===== src/logic/itm_defines.svh =====
`ifndef ITM_DEFINES_SVH
`define ITM_DEFINES_SVH

// ----------------------------------------
// Register offsets
// ----------------------------------------
`define ITM_OFS_CTRL      4'h0
`define ITM_OFS_STS       4'h1
`define ITM_OFS_MASK      4'h2
`define ITM_OFS_SLVCTL    4'h3

// ----------------------------------------
// Field positions
// ----------------------------------------
`define ITM_CTRL_EN_BIT   7
`define ITM_CTRL_FLAG_BIT 6
`define ITM_CTRL_SEL_MSB  5
`define ITM_CTRL_SEL_LSB  0
`define ITM_STS_TO_BIT    0
`define ITM_STS_START_BIT 1

// ----------------------------------------
// Reset values
// ----------------------------------------
`define ITM_CTRL_RST      8'h00
`define ITM_SLVCTL_POR    8'h00
`define ITM_IRQ_RST       2'h0
`define ITM_PIN_RST       3'h7
`define ITM_SUB_RST       3'h0
`define ITM_RDATA_IDLE    8'h00

// ----------------------------------------
// Timing
// ----------------------------------------
`define ITM_SUB_DIV       32
`define ITM_DIV_W         5

`endif


===== src/logic/itm_pkg.sv =====
package itm_pkg;

    // ----------------------------------------
    // Monitor states
    // ----------------------------------------
    typedef enum logic [1:0] {
        ITM_IDLE,
        ITM_ARMED,
        ITM_RUN
    } itm_state_t;

    // ----------------------------------------
    // Monitor state record
    // ----------------------------------------
    typedef struct packed {
        itm_state_t  state;
        logic [5:0]  count;
        logic        en;
        logic        flag;
        logic [5:0]  sel;
        logic [1:0]  sts;
        logic [1:0]  mask;
        logic [7:0]  slv_ctl;
        logic [7:0]  rdata;
        logic [2:0]  scl_sync;
        logic [2:0]  sda_sync;
        logic        scl_q;
        logic        sda_q;
        logic        slave_rst;
    } itm_mon_t;

    // ----------------------------------------
    // Divider state record
    // ----------------------------------------
    typedef struct packed {
        logic [2:0]  sync;
        logic        lvl;
        logic [4:0]  cnt;
        logic        tick;
    } itm_div_t;

endpackage


===== src/logic/itm_tick_if.sv =====
interface itm_tick_if;
    logic clr;
    logic tick;

    modport mon (
        output clr,
        input  tick
    );

    modport div (
        input  clr,
        output tick
    );
endinterface


===== src/logic/itm_sub_tick.sv =====
`include "itm_defines.svh"

module itm_sub_tick #(
    parameter int DIV = `ITM_SUB_DIV
) (
    // Clock and reset
    input  wire logic  mclk,
    input  wire logic  reset,
    // Subsystem clock pin
    input  wire logic  sub_clk_in,
    // Tick link to the monitor
    itm_tick_if.div    tk
);

    localparam logic [`ITM_DIV_W-1:0] CNT_LAST = `ITM_DIV_W'(DIV - 1);

    itm_pkg::itm_div_t s_ff;
    itm_pkg::itm_div_t nxt_s;
    logic              lvl_new;

    // ----------------------------------------
    // Slow clock sampled as a pin
    // ----------------------------------------
    // Only the second and third stages are compared; the first may be metastable
    assign lvl_new = (s_ff.sync[1] == s_ff.sync[2]) ? s_ff.sync[2] : s_ff.lvl;

    always_comb begin
        nxt_s      = s_ff;
        nxt_s.sync = {s_ff.sync[1:0], sub_clk_in};
        nxt_s.lvl  = lvl_new;
        nxt_s.tick = 1'b0;
        if (tk.clr) begin
            nxt_s.cnt = '0;
        end else if (!s_ff.lvl && lvl_new) begin
            if (s_ff.cnt == CNT_LAST) begin
                nxt_s.cnt  = '0;
                nxt_s.tick = 1'b1;
            end else begin
                nxt_s.cnt = s_ff.cnt + `ITM_DIV_W'(1);
            end
        end
    end

    always_ff @(posedge mclk) begin
        if (reset) begin
            s_ff      <= '0;
            s_ff.sync <= `ITM_SUB_RST;
        end else begin
            s_ff <= nxt_s;
        end
    end

    assign tk.tick = s_ff.tick;

    // ----------------------------------------
    // Checks
    // ----------------------------------------
    tick_div_a: assert property (
        @(posedge mclk) disable iff (reset)
        tk.tick |-> ($past(s_ff.cnt) == CNT_LAST) && !$past(tk.clr)
                    && s_ff.lvl && !$past(s_ff.lvl)
    ) else $error("tick without a full divide count");

endmodule


===== src/logic/itm_timeout_monitor.sv =====
`include "itm_defines.svh"

// Summary of operation
// - Start counting after START plus address match
// - Each SCL falling edge clears the counter
// - No falling edge within period means time-out
// - STOP ends the time-out function
// - Overflow halts counter, clears enable, sets flag
// - Time-out raises the shared serial interrupt
// - Time-out resets slave logic to idle
// - Slave status control reverts; other registers kept
// - Flag stays set until software clears it
// - Counter clocked by subsystem clock over 32
// - Period is (select plus one) times 32
// - Six-bit select gives 64 period lengths
// - Enable bit seven gates the whole function
module itm_timeout_monitor (
    // Clock and reset
    input  wire logic        mclk,
    input  wire logic        reset,
    // Bus pins, sampled only
    input  wire logic        scl_in,
    input  wire logic        sda_in,
    // Subsystem clock pin
    input  wire logic        sub_clk_in,
    // From the slave engine
    input  wire logic        addr_match,
    // Register port
    input  wire logic [3:0]  addr,
    input  wire logic [7:0]  wdata,
    input  wire logic        wr_strobe,
    input  wire logic        rd_strobe,
    output logic      [7:0]  rdata,
    // To the slave engine and system
    output logic             slave_reset,
    output logic      [7:0]  slave_status_control,
    output logic             timeout_active,
    output logic             irq
);

    itm_pkg::itm_mon_t s_ff;
    itm_pkg::itm_mon_t nxt_s;

    logic        scl_new;
    logic        sda_new;
    logic        scl_fall;
    logic        start_det;
    logic        stop_det;
    logic        ctl_wr;
    logic        sts_wr;
    logic        mask_wr;
    logic        slv_wr;
    logic        timeout_now;
    logic [7:0]  rd_mux;

    itm_tick_if tk ();

    // ----------------------------------------
    // Helpers
    // ----------------------------------------
    function automatic logic reg_hit(input logic [3:0] a, input logic [3:0] ofs);
        reg_hit = (a == ofs);
    endfunction

    // A pin level is taken only when the second and third stages agree
    function automatic logic pin_filt(input logic [2:0] sync, input logic prev);
        pin_filt = (sync[1] == sync[2]) ? sync[2] : prev;
    endfunction

    // ----------------------------------------
    // Divider for the counter clock
    // ----------------------------------------
    itm_sub_tick #(
        .DIV (`ITM_SUB_DIV)
    ) u_div (
        .mclk       (mclk),
        .reset      (reset),
        .sub_clk_in (sub_clk_in),
        .tk         (tk.div)
    );

    // ----------------------------------------
    // Bus condition detection
    // ----------------------------------------
    assign scl_new   = pin_filt(s_ff.scl_sync, s_ff.scl_q);
    assign sda_new   = pin_filt(s_ff.sda_sync, s_ff.sda_q);
    assign scl_fall  = s_ff.scl_q && !scl_new;
    // SDA falling with SCL high on both sides of the change
    assign start_det = s_ff.scl_q && scl_new && s_ff.sda_q && !sda_new;
    assign stop_det  = s_ff.scl_q && scl_new && !s_ff.sda_q && sda_new;

    // ----------------------------------------
    // Register decode
    // ----------------------------------------
    assign ctl_wr  = wr_strobe && reg_hit(addr, `ITM_OFS_CTRL);
    assign sts_wr  = wr_strobe && reg_hit(addr, `ITM_OFS_STS);
    assign mask_wr = wr_strobe && reg_hit(addr, `ITM_OFS_MASK);
    assign slv_wr  = wr_strobe && reg_hit(addr, `ITM_OFS_SLVCTL);

    always_comb begin
        rd_mux = `ITM_RDATA_IDLE;
        if (reg_hit(addr, `ITM_OFS_CTRL)) begin
            rd_mux = {s_ff.en, s_ff.flag, s_ff.sel};
        end else if (reg_hit(addr, `ITM_OFS_STS)) begin
            rd_mux = {6'h00, s_ff.sts};
        end else if (reg_hit(addr, `ITM_OFS_MASK)) begin
            rd_mux = {6'h00, s_ff.mask};
        end else if (reg_hit(addr, `ITM_OFS_SLVCTL)) begin
            rd_mux = s_ff.slv_ctl;
        end
    end

    // ----------------------------------------
    // Expiry
    // ----------------------------------------
    // A falling edge or STOP in the expiry cycle still rescues the transfer
    assign timeout_now = s_ff.en && (s_ff.state == itm_pkg::ITM_RUN)
                      && !stop_det && !scl_fall && tk.tick
                      && (s_ff.count == s_ff.sel);

    // Divider restarts with each falling edge so the period is measured from it
    assign tk.clr = (s_ff.state != itm_pkg::ITM_RUN) || scl_fall || !s_ff.en;

    // ----------------------------------------
    // Next state
    // ----------------------------------------
    always_comb begin
        nxt_s           = s_ff;
        nxt_s.scl_sync  = {s_ff.scl_sync[1:0], scl_in};
        nxt_s.sda_sync  = {s_ff.sda_sync[1:0], sda_in};
        nxt_s.scl_q     = scl_new;
        nxt_s.sda_q     = sda_new;
        nxt_s.slave_rst = 1'b0;
        nxt_s.rdata     = rd_strobe ? rd_mux : `ITM_RDATA_IDLE;

        if (ctl_wr) begin
            nxt_s.en   = wdata[`ITM_CTRL_EN_BIT];
            nxt_s.flag = wdata[`ITM_CTRL_FLAG_BIT];
            nxt_s.sel  = wdata[`ITM_CTRL_SEL_MSB:`ITM_CTRL_SEL_LSB];
        end
        if (sts_wr) begin
            nxt_s.sts = s_ff.sts & ~wdata[1:0];
        end
        if (mask_wr) begin
            nxt_s.mask = wdata[1:0];
        end
        if (slv_wr) begin
            nxt_s.slv_ctl = wdata;
        end
        if (start_det) begin
            nxt_s.sts[`ITM_STS_START_BIT] = 1'b1;
        end

        case (s_ff.state)
            itm_pkg::ITM_IDLE: begin
                if (start_det) begin
                    nxt_s.state = itm_pkg::ITM_ARMED;
                end
            end
            itm_pkg::ITM_ARMED: begin
                if (stop_det) begin
                    nxt_s.state = itm_pkg::ITM_IDLE;
                end else if (addr_match) begin
                    nxt_s.state = itm_pkg::ITM_RUN;
                    nxt_s.count = '0;
                end
            end
            itm_pkg::ITM_RUN: begin
                if (stop_det) begin
                    nxt_s.state = itm_pkg::ITM_IDLE;
                    nxt_s.count = '0;
                end else if (scl_fall) begin
                    nxt_s.count = '0;
                end else if (tk.tick && (s_ff.count != s_ff.sel)) begin
                    nxt_s.count = s_ff.count + 6'h01;
                end
            end
            default: begin
                nxt_s.state = itm_pkg::ITM_IDLE;
            end
        endcase

        // Disabled: nothing runs, nothing arms
        if (!s_ff.en) begin
            nxt_s.state = itm_pkg::ITM_IDLE;
            nxt_s.count = '0;
        end

        // Hardware wins over a software write in the same cycle
        if (timeout_now) begin
            nxt_s.state                = itm_pkg::ITM_IDLE;
            nxt_s.count                = '0;
            nxt_s.en                   = 1'b0;
            nxt_s.flag                 = 1'b1;
            nxt_s.sts[`ITM_STS_TO_BIT] = 1'b1;
            nxt_s.slv_ctl              = `ITM_SLVCTL_POR;
            nxt_s.slave_rst            = 1'b1;
        end
    end

    // ----------------------------------------
    // State register
    // ----------------------------------------
    always_ff @(posedge mclk) begin
        if (reset) begin
            s_ff                      <= '0;
            {s_ff.en, s_ff.flag, s_ff.sel} <= `ITM_CTRL_RST;
            s_ff.sts                  <= `ITM_IRQ_RST;
            s_ff.mask                 <= `ITM_IRQ_RST;
            s_ff.slv_ctl              <= `ITM_SLVCTL_POR;
            s_ff.rdata                <= `ITM_RDATA_IDLE;
            s_ff.scl_sync             <= `ITM_PIN_RST;
            s_ff.sda_sync             <= `ITM_PIN_RST;
            s_ff.scl_q                <= 1'b1;
            s_ff.sda_q                <= 1'b1;
        end else begin
            s_ff <= nxt_s;
        end
    end

    // ----------------------------------------
    // Outputs
    // ----------------------------------------
    assign rdata                = s_ff.rdata;
    assign slave_reset          = s_ff.slave_rst;
    assign slave_status_control = s_ff.slv_ctl;
    assign timeout_active       = (s_ff.state == itm_pkg::ITM_RUN);
    assign irq                  = |(s_ff.sts & s_ff.mask);

    // ----------------------------------------
    // Checks
    // ----------------------------------------
    arm_run_a: assert property (
        @(posedge mclk) disable iff (reset)
        (s_ff.state == itm_pkg::ITM_ARMED) && addr_match && s_ff.en && !stop_det
        |=> (s_ff.state == itm_pkg::ITM_RUN) && (s_ff.count == 6'h00)
    ) else $error("match after START did not start the counter");

    fall_clear_a: assert property (
        @(posedge mclk) disable iff (reset)
        (s_ff.state == itm_pkg::ITM_RUN) && scl_fall && s_ff.en
        |=> (s_ff.count == 6'h00) && !s_ff.flag || $past(s_ff.flag)
    ) else $error("SCL falling edge did not clear the counter");

    expire_a: assert property (
        @(posedge mclk) disable iff (reset)
        (s_ff.state == itm_pkg::ITM_RUN) && s_ff.en && tk.tick && !scl_fall
        && !stop_det && (s_ff.count == s_ff.sel)
        |=> s_ff.flag && !s_ff.en && (s_ff.state == itm_pkg::ITM_IDLE)
    ) else $error("expiry did not flag, disable and halt");

    stop_end_a: assert property (
        @(posedge mclk) disable iff (reset)
        (s_ff.state == itm_pkg::ITM_RUN) && stop_det
        |=> (s_ff.state == itm_pkg::ITM_IDLE) && !$rose(s_ff.flag)
    ) else $error("STOP did not end the time-out function");

    halt_after_a: assert property (
        @(posedge mclk) disable iff (reset)
        $rose(s_ff.flag) && !$past(ctl_wr)
        |-> !s_ff.en && (s_ff.count == 6'h00) ##1 (s_ff.state != itm_pkg::ITM_RUN)
    ) else $error("counter still armed after overflow");

    irq_level_a: assert property (
        @(posedge mclk) disable iff (reset)
        $past(timeout_now) && s_ff.mask[`ITM_STS_TO_BIT] |-> irq
    ) else $error("time-out did not raise the interrupt");

    slave_rst_a: assert property (
        @(posedge mclk) disable iff (reset)
        timeout_now |=> slave_reset && (slave_status_control == `ITM_SLVCTL_POR)
                        ##1 !slave_reset
    ) else $error("time-out did not reset the slave state");

    flag_hold_a: assert property (
        @(posedge mclk) disable iff (reset)
        s_ff.flag && !ctl_wr |=> s_ff.flag
    ) else $error("time-out flag dropped without software");

    count_range_a: assert property (
        @(posedge mclk) disable iff (reset)
        (s_ff.state == itm_pkg::ITM_RUN) |-> (s_ff.count <= s_ff.sel)
    ) else $error("counter passed the selected period");

    disabled_a: assert property (
        @(posedge mclk) disable iff (reset)
        !s_ff.en && !ctl_wr
        |=> (s_ff.state == itm_pkg::ITM_IDLE) && (s_ff.count == 6'h00)
            && !$rose(s_ff.flag) && !slave_reset
    ) else $error("disabled monitor still active");

    start_arm_a: assert property (
        @(posedge mclk) disable iff (reset)
        (s_ff.state == itm_pkg::ITM_IDLE) && start_det && s_ff.en
        |=> (s_ff.state == itm_pkg::ITM_ARMED)
    ) else $error("START with the monitor enabled did not arm it");

    sts_sticky_a: assert property (
        @(posedge mclk) disable iff (reset)
        s_ff.sts[`ITM_STS_TO_BIT] && !sts_wr |=> s_ff.sts[`ITM_STS_TO_BIT]
    ) else $error("time-out status dropped without software");

endmodule


===== config.mk =====
export PLATFORM = sky130hd
export DESIGN_NAME = itm_timeout_monitor
export DESIGN_NICKNAME = d
export VERILOG_FILES = /design/src/logic/itm_pkg.sv /design/src/logic/itm_tick_if.sv /design/src/logic/itm_sub_tick.sv /design/src/logic/itm_timeout_monitor.sv
export VERILOG_INCLUDE_DIRS = /design/src /design/src/logic
export SDC_FILE = /design/constraint.sdc
export NUM_CORES = 1
export LEC_CHECK = 0
export CORE_UTILIZATION = 55
export CTS_BUF_LIST = sky130_fd_sc_hd__clkbuf_4 sky130_fd_sc_hd__clkbuf_8 sky130_fd_sc_hd__clkbuf_16
export CTS_CLUSTER_DIAMETER = 30
export DETAILED_ROUTE_END_ITERATION = 6
export DONT_BUFFER_PORTS = 1
export PLACE_DENSITY = 0.85
export SYNTH_ARGS = -nofsm -noshare
export SYNTH_HDL_FRONTEND = slang
export SYNTH_SLANG_ARGS = --single-unit

===== constraint.sdc =====
create_clock -name mclk -period 1.75 [get_ports mclk]
set_input_delay 0.0875 -clock mclk [delete_from_list [all_inputs] [get_ports mclk]]
set_output_delay 0.0875 -clock mclk [all_outputs]
set_load 0.005 [all_outputs]

### After elaboration in Yosys (flattened, before gate mapping)

Index checks and enable logic that the tools add are counted.

* muxes and demuxes: 25
* eq/ne operators: 18
* bitwise logic cells: 6
* add/subtract/negate cells: 2
* reductions and logical operators: 40

Operator list (count)
* $mux W8: 5
* $mux W6: 4
* $logic_and A1 B1 Y1: 17
* $pmux W6 S2: 1
* $eq A4 B2 Y1 const B: 2
* $mux W1: 8
* $mux W2: 4
* $ne A2 B2 Y1 const B: 4
* $reduce_bool A2 Y1: 4
* $reduce_or A2 Y1: 4
* $logic_not A1 Y1: 7
* $mux W7: 1
* $add A6 B1 Y6 const B: 1
* $eq A6 B6 Y1: 1
* $ne A6 B6 Y1: 1
* $pmux W2 S3: 1
* $reduce_or A3 Y1: 2
* $add A5 B1 Y5 const B: 1
* $eq A5 B5 Y1 const B: 1
* $mux W5: 1
* $and A2 B2 Y2: 2
* $eq A4 B1 Y1 const B: 1
* $logic_not A4 Y1: 1
* $ne A4 B1 Y1 const B: 1
* 11 further kinds: 16

* input port bits: 20
* word-level logic and storage cells: 110
* output and inout bits: 19
* bits in registers: 55

### Depth between registers and ports, before layout

Gate-level depths: netlist (run 1).

* word-level depth: 11
* mapped depth: 6
* depth with buffers taken out: 6

### Cells and area by module

From an unflattened synthesis (run 1), not the netlist that was laid out.

* cell total of the unflattened synthesis: 278
* area total of the unflattened synthesis: 2428.6 µm²

Modules (own cells, without submodules)
* itm_timeout_monitor: times used 1, area each 2030.7 µm², cells an instance 238, seq. area each 900.9 µm²
* itm_sub_tick: times used 1, area each 397.9 µm², cells an instance 40, seq. area each 200.2 µm²

### Least setup slack after synthesis (run 1)

OpenSTA, ideal clock, no wires.

* path kind: reg2reg
* start point: register u_div.s_ff[1] (netlist name)
* end point: register u_div.s_ff[4] (netlist name)
* stages on the path, launching flop included: 6
* data arrival time: 1.547 ns
* library setup time: 0.070 ns
* path buffers: 0
* data required time: 1.680 ns
* clock period less this slack: 1.617 ns
* setup slack: 0.133 ns
* cells stage by stage: dfxtp_1 ha_1 and3_1 ha_1 or4_1 a21oi_1

* longest elaborated chain between the ends: 2
* elaborated cells between the ends (all ways): 3
* those cells by class: add/sub: 1; eq/ne: 1; mux: 1

RTL lines
* from (decl): line itm_sub_tick.sv:17 `itm_pkg::itm_div_t s_ff;`
* from (signal assigned): line itm_sub_tick.sv:49 `s_ff <= nxt_s;`
* $add A5 B1 Y5 / $eq A5 B5 Y1 (equally long branches): line itm_sub_tick.sv:39, itm_sub_tick.sv:35
* $mux W5 (*): line itm_sub_tick.sv:35 `if (s_ff.cnt == CNT_LAST) begin`

Every way passes the cells marked *; elsewhere a longest branch is shown, timed or not.
A chain may end at the register's enable or synchronous reset.

### Worst setup path in the final report (run 1)

* start point: register u_div.s_ff[1] (netlist name)
* end point: register u_div.s_ff[3] (netlist name)

Same word-level chain as after synthesis.

==> flow_metrics.py, run 1 <==
metrics = {
    "sta": {
        "skew_ns": 0.007103,
        "final-hold-violation-count": 0,
        "fin_ws_ns": 0.06676,
        "rsz0062_at_grt": "false",
        "period_needed_ns": 1.683,
        "fmax_mhz": 594.1,
        "drv_slew": 0,
        "min_period_over_period_pct": 96.18,
        "timing.slew.headroom_pct": 50.34,
        "tns_ns": 0,
        "setup_violations": 0,
        "worst_slew_pin_slew_ns": 0.7449,
    },
    "placement": {
        "dp_hpwl_um": 3256,
        "dp_slack_ns": 0.03668,
        "numPortBuffers": 0,
        "gp_congestion": 0.8101,
    },
    "setup_path": {
        "critical_path_class": "register to register",
        "max_stage_delay_ns": 0.52,
        "slowest_stage": "or4b_4",
        "cp_data_required_time_ns": 2.00,
        "critical_path_arrival_ns": 1.93,
        "cp_max_fo": 6,
        "worstSetupStartpointType": "register",
        "path_cells": "ha_1 > and3_1 > ha_2 > or4b_4 > a21oi_2",
        "crit_path_end_kind": "register",
    },
    "routing": {
        "routed_wl_um": 5131,
        "firstDrtPassIters": 4,
        "drc": 0,
        "drtIter0Drc": 203,
        "wl_per_cell_um": 15.64,
        "final_antenna_net_count": 0,
        "vias_per_cell": 5.966,
        "vias": 1957,
    },
    "clock_network": {
        "clk_latency_ns": 0.31,
        "root_buffer": "clkbuf_8",
        "htreeDepth": 2,
        "post_cts.repair.setup_buffers": 0,
        "cts_buffers": 5,
        "cts_tree": "done",
        "clk_path_buf_depth": 2,
        "clk_pin_slew_ns": 0.10,
        "cts.sinks": 55,
    },
    "synthesis": {
        "yosys.cell_types.count": 47,
        "syn_area_um2": 2426,
        "synth-edff-count": 0,
        "yosys_warnings": 0,
        "ys_seq_area_share_pct": 45.38,
        "synthArstFlopShare_pct": 0,
        "synth_cells": 274,
        "synth_nets": 297,
        "syn_area_per_cell_um2": 8.854,
        "ys_seq_elements": 55,
        "synthFlopType": "dfxtp_1",
    },
    "global_route": {
        "globalRoute.busiestLayer": "met2",
        "grt_pass1_wl_um": 7935,
        "grt_max_degree": 24,
        "track_usage_pct": 23.07,
        "use_met1_pct": 29.15,
        "grt_use_met3_pct": 7.000,
        "met2_usage_pct": 36.03,
        "grt_pass1_vias": 1752,
        "antenna_found_initial": 0,
        "overflow": 0,
    },
    "run": {
        "max-cap-violations": 0,
    },
    "finish": {
        "layout_commonest_cell": "dfxtp_1",
        "fin_util_pct": 65.16,
        "final_cell_mix": "dfxtp_1 (53), nand2_1 (33), a21oi_1 (25), nor2_1 (20), nand3_1 (18)",
        "drive_gt1_share_pct": 15.11,
        "final_nets": 300,
        "diodes": 0,
        "syn2layout_area_growth_pct": 10.52,
    },
    "floorplan": {
        "die_h_um": 68.42,
        "num_io_pins": 39,
        "fp.coreArea_um2": 4115,
        "dieWidth_um": 68.42,
        "dieArea_um2": 4681,
        "start_util_pct": 58.95,
        "rows": 23,
    },
    "power": {
        "vdd_drop_max_uv": 748.9,
        "power_leakage_nw": 0.9569,
        "powerDensity_nw_per_um2": 798.3,
    },
    "hold_path": {
        "hp-class": "input pin to register",
    },
    "status": {
        "status": "finished, final reports clean",
    },
}
## state kept, by name, indices dropped and copies added, names as in the netlist
register and flops:
slave_reset 1, slave_status_control 8, rdata 8, nxt_s 4
u_div.nxt_s 2, s_ff 24, u_div.s_ff 7, u_div.tk.tick 1
## synthesized netlist by cell type, types with 2 or more instances
master / instances / area, µm²
a21oi_1: 27 / 135.1
a22oi_1: 8 / 60.06
a311oi_1: 2 / 17.52
a31oi_1: 8 / 50.05
and3_4: 2 / 22.52
buf_2: 3 / 15.01
buf_4: 16 / 120.1
clkbuf_1: 7 / 26.28
dfxtp_1: 55 / 1101
ha_1: 3 / 37.54
inv_1: 5 / 18.77
mux2_2: 2 / 22.52
mux2i_1: 5 / 50.05
nand2_1: 33 / 123.9
nand3_1: 18 / 90.09
nand3b_1: 3 / 22.52
nand4_1: 4 / 25.02
nor2_1: 20 / 75.07
nor2b_1: 3 / 18.77
nor3_1: 3 / 15.01
nor3b_1: 2 / 15.01
nor4_2: 2 / 25.02
o211ai_1: 2 / 15.01
o21ai_0: 6 / 30.03
or2_1: 2 / 12.51
or2_2: 6 / 37.54
or4b_1: 2 / 20.02
xor2_1: 6 / 52.55
## metal layers
metal,vias up,wire [µm]
met5,-,0
met3,12,354
li1,959,-
met1,909,2191
met2,77,2485
met4,0,99
## through the flow
step | cells | area (µm²) | hold slack [ns] | power, mW
global placement | 303 | 2361 | 0.1587 | 1.362
CTS | 328 | 2634 | 0.003799 | 2.147
global route | 328 | 2681 | 0.01080 | 2.210
floorplan | 274 | 2426 | 0.1591 | 1.360
finish | 328 | 2681 | 0.01366 | 2.141
detailed placement | 303 | 2361 | 0.1621 | 1.364
## power breakdown
group,internal [mW],leakage (nW),total (mW),switching (mW)
combinational,0.0486,0.458,0.106,0.0576
clock,0.334,0.0533,0.760,0.426
sequential,1.26,0.446,1.27,0.00974
## final cells by class
type,count,area [µm²]
well taps,50,62.56
clock inverters,2,20.02
multi-input cells,187,1176
flip-flops and latches,55,1104
repair buffers,23,217.7
fillers,333,1434
inverters,5,18.77
clock buffers,6,82.58
## critical path: cells and delay by family, from the launching register on
| family | cells | cell delay (ns) |
|---|---|---|
| fa+ha+maj | 2 | 0.41 |
| simple gates | 2 | 0.71 |
| compound gates | 1 | 0.14 |
| flops | 1 | 0.36 |
## cells by family after synthesis
family / after synthesis / synth area share, %
XOR/XNOR: 6 / 2.166
flip-flops: 55 / 45.38
AND/OR/NAND/NOR: 111 / 24.55
AO/OA/AOI/OAI: 60 / 15.47
multiplexers: 7 / 2.991
buffers and inverters: 32 / 7.891
adder cells (fa/ha/maj): 3 / 1.547
## final timing paths
path | startpoint | slack, ns | cells past startpoint | endpoint
max | u_div.s_ff[1] | 0.07 | 5 | u_div.s_ff[3]
min | addr[1] | 0.01 | 3 | rdata[0]
max reg2reg | u_div.s_ff[1] | 0.07 | 5 | u_div.s_ff[3]
min reg2reg | nxt_s[7] | 0.42 | 1 | nxt_s[8]
## what timing repair did
item                                   CTS  global route
resized for setup                        0            11
setup endpoints to repair                0            21
endpoints found under the hold margin   34             0
hold buffers                            17             0
Power figures use the tool's default switching activity.
==> run 2: changes to the inputs <==
Settings changed: SETUP_SLACK_MARGIN from default to 0.3.
==> run 2 against run 1 <==
  * The flow now finishes with violations (hold timing)
  * Clock skew is 0.0011 ns higher
  * Clock power is 6.2% lower
  * Sequential share of layout area fell by 2.9 points
  * Largest cell class unchanged
  * Largest power group unchanged
  * Highest routed layer unchanged
==> flow_metrics.py, run 2 (synthesis gave the netlist of run 1 again) <==
metrics = {
    "finish": {
        "fin_area_um2": 2943,
        "largest_register_ffs": 24,
        "fin_util_pct": 71.51,
        "top_register": "s_ff",
        "final_nets": 317,
        "final_cell_mix": "dfxtp_1 (41), nand2_1 (32), a21oi_1 (23)",
        "fin_cells": 345,
        "diodes": 0,
        "fillCellCount": 277,
        "seqCellArea_um2": 1126,
        "syn2layout_area_growth_pct": 21.30,
        "layout_commonest_cell": "dfxtp_1",
        "multi_input_area_um2": 1310,
        "drive_gt1_share_pct": 29.15,
    },
    "setup_path": {
        "slowest_stage": "o211ai_4",
        "cp_data_required_time_ns": 1.96,
        "critical_path_class": "register to register",
        "crit_start": "s_ff[32]",
        "critical_path_arrival_ns": 1.93,
        "path_cells": "xor2_2 > nor4_4 > nand2_2 > o211ai_4 > buf_6 > nor2_2",
        "rr_startpoint": "s_ff[32]",
        "max_stage_delay_ns": 0.37,
        "reg2reg_depth": 6,
        "r2r_slack_ns": 0.03,
        "crit_path_end_kind": "register",
        "cp_max_fo": 8,
        "reg2reg_to": "s_ff[44]",
        "cp-endpoint": "s_ff[44]",
        "worstSetupStartpointType": "register",
    },
    "clock_network": {
        "htreeDepth": 2,
        "root_buffer": "clkbuf_8",
        "cts_buffers": 5,
        "clk_path_buf_depth": 2,
        "clk_pin_slew_ns": 0.10,
        "cts.sinks": 55,
        "cts_tree": "done",
        "clk_latency_ns": 0.31,
    },
    "placement": {
        "placed_cell_area_um2": 2396,
        "place_inst": 302,
        "gp_congestion": 0.8482,
        "dp_slack_ns": 0.07433,
        "dp_hpwl_um": 3373,
        "numPortBuffers": 0,
    },
    "floorplan": {
        "fp.coreArea_um2": 4115,
        "dieArea_um2": 4681,
        "dieWidth_um": 68.42,
        "num_io_pins": 39,
        "rows": 23,
        "start_util_pct": 58.95,
        "die_h_um": 68.42,
    },
    "routing": {
        "firstDrtPassIters": 6,
        "drtIter0Drc": 303,
        "drc": 0,
        "vias": 2254,
        "routed_wl_um": 6865,
        "wl_per_cell_um": 19.90,
        "final_antenna_net_count": 0,
        "vias_per_cell": 6.533,
    },
    "status": {
        "violations": "hold timing",
        "status": "finished, violations left",
    },
    "global_route": {
        "met2_usage_pct": 40.44,
        "globalRoute.busiestLayer": "met2",
        "track_usage_pct": 25.69,
        "use_met1_pct": 33.67,
        "overflow": 0,
        "grt_pass1_wl_um": 8942,
        "grt_pass1_vias": 1934,
        "antenna_found_initial": 0,
        "grt_max_degree": 23,
        "grt_use_met3_pct": 6.000,
    },
    "sta": {
        "final-hold-violation-count": 1,
        "fin_hold_ws_ns": -0.004551,
        "fin_ws_ns": 0.03140,
        "timing.slew.headroom_pct": 42.45,
        "fmax_mhz": 581.9,
        "min_period_over_period_pct": 98.21,
        "drv_slew": 0,
        "period_needed_ns": 1.719,
        "tns_ns": 0,
        "worst_slew_pin_slew_ns": 0.8603,
        "skew_ns": 0.008190,
        "setup_violations": 0,
        "rsz0062_at_grt": "true",
    },
    "power": {
        "vdd_drop_max_uv": 523.3,
        "powerDensity_nw_per_um2": 717.4,
        "power_leakage_nw": 1.025,
        "p_total_mw": 2.111,
    },
    "hold_path": {
        "hp-start": "wdata[6]",
        "hp-class": "input pin to register",
    },
    "run": {
        "max-cap-violations": 0,
    },
}
## run 2: worst min path at each step
| stage | cells past startpoint | to |
|---|---|---|
| floorplan | 1 | u_div.nxt_s[8] |
| global placement | 1 | u_div.s_ff[6] |
| detailed placement | 1 | s_ff[32] |
| CTS | 2 | s_ff[35] |
| global route | 3 | s_ff[28] |
| finish | 2 | s_ff[35] |
## run 2: critical path: cells and delay by family, from the launching register on
family / cells / cell delay, ns
AOI/OAI and AO/OA: 1 / 0.37
and+or+nand+nor: 3 / 0.53
xor gates and xnor gates: 1 / 0.20
DFF: 1 / 0.36
buffers and inverters: 1 / 0.15
## run 2: where the power goes
group | total (mW) | switching [mW] | internal (mW)
clock network | 0.713 | 0.430 | 0.283
registers | 1.27 | 0.0118 | 1.26
logic | 0.125 | 0.0697 | 0.0551
## run 2: what timing repair did
item	4_1_cts	5_1_grt
pin swaps	11	12
resized for setup	9	31
setup buffers	5	10
endpoints found under the hold margin	31	0
endpoints found under the setup margin	22	23
hold buffers	18	0
gates cloned	0	2
## run 2: layout make-up
type | count | area share, %
clock buffer | 5 | 2.338
clock inverter | 3 | 0.6378
inverter | 5 | 0.6378
multi-input combinational | 189 | 44.52
sequential | 55 | 38.27
tap | 50 | 2.126
timing repair buffer | 38 | 11.48
## run 2: metal layers
layer  vias to the layer above  wire length (µm)
met5                         -                 0
met1                      1076              2598
met3                        19               624
met4                         0               165
met2                       163              3477
li1                        996                 -
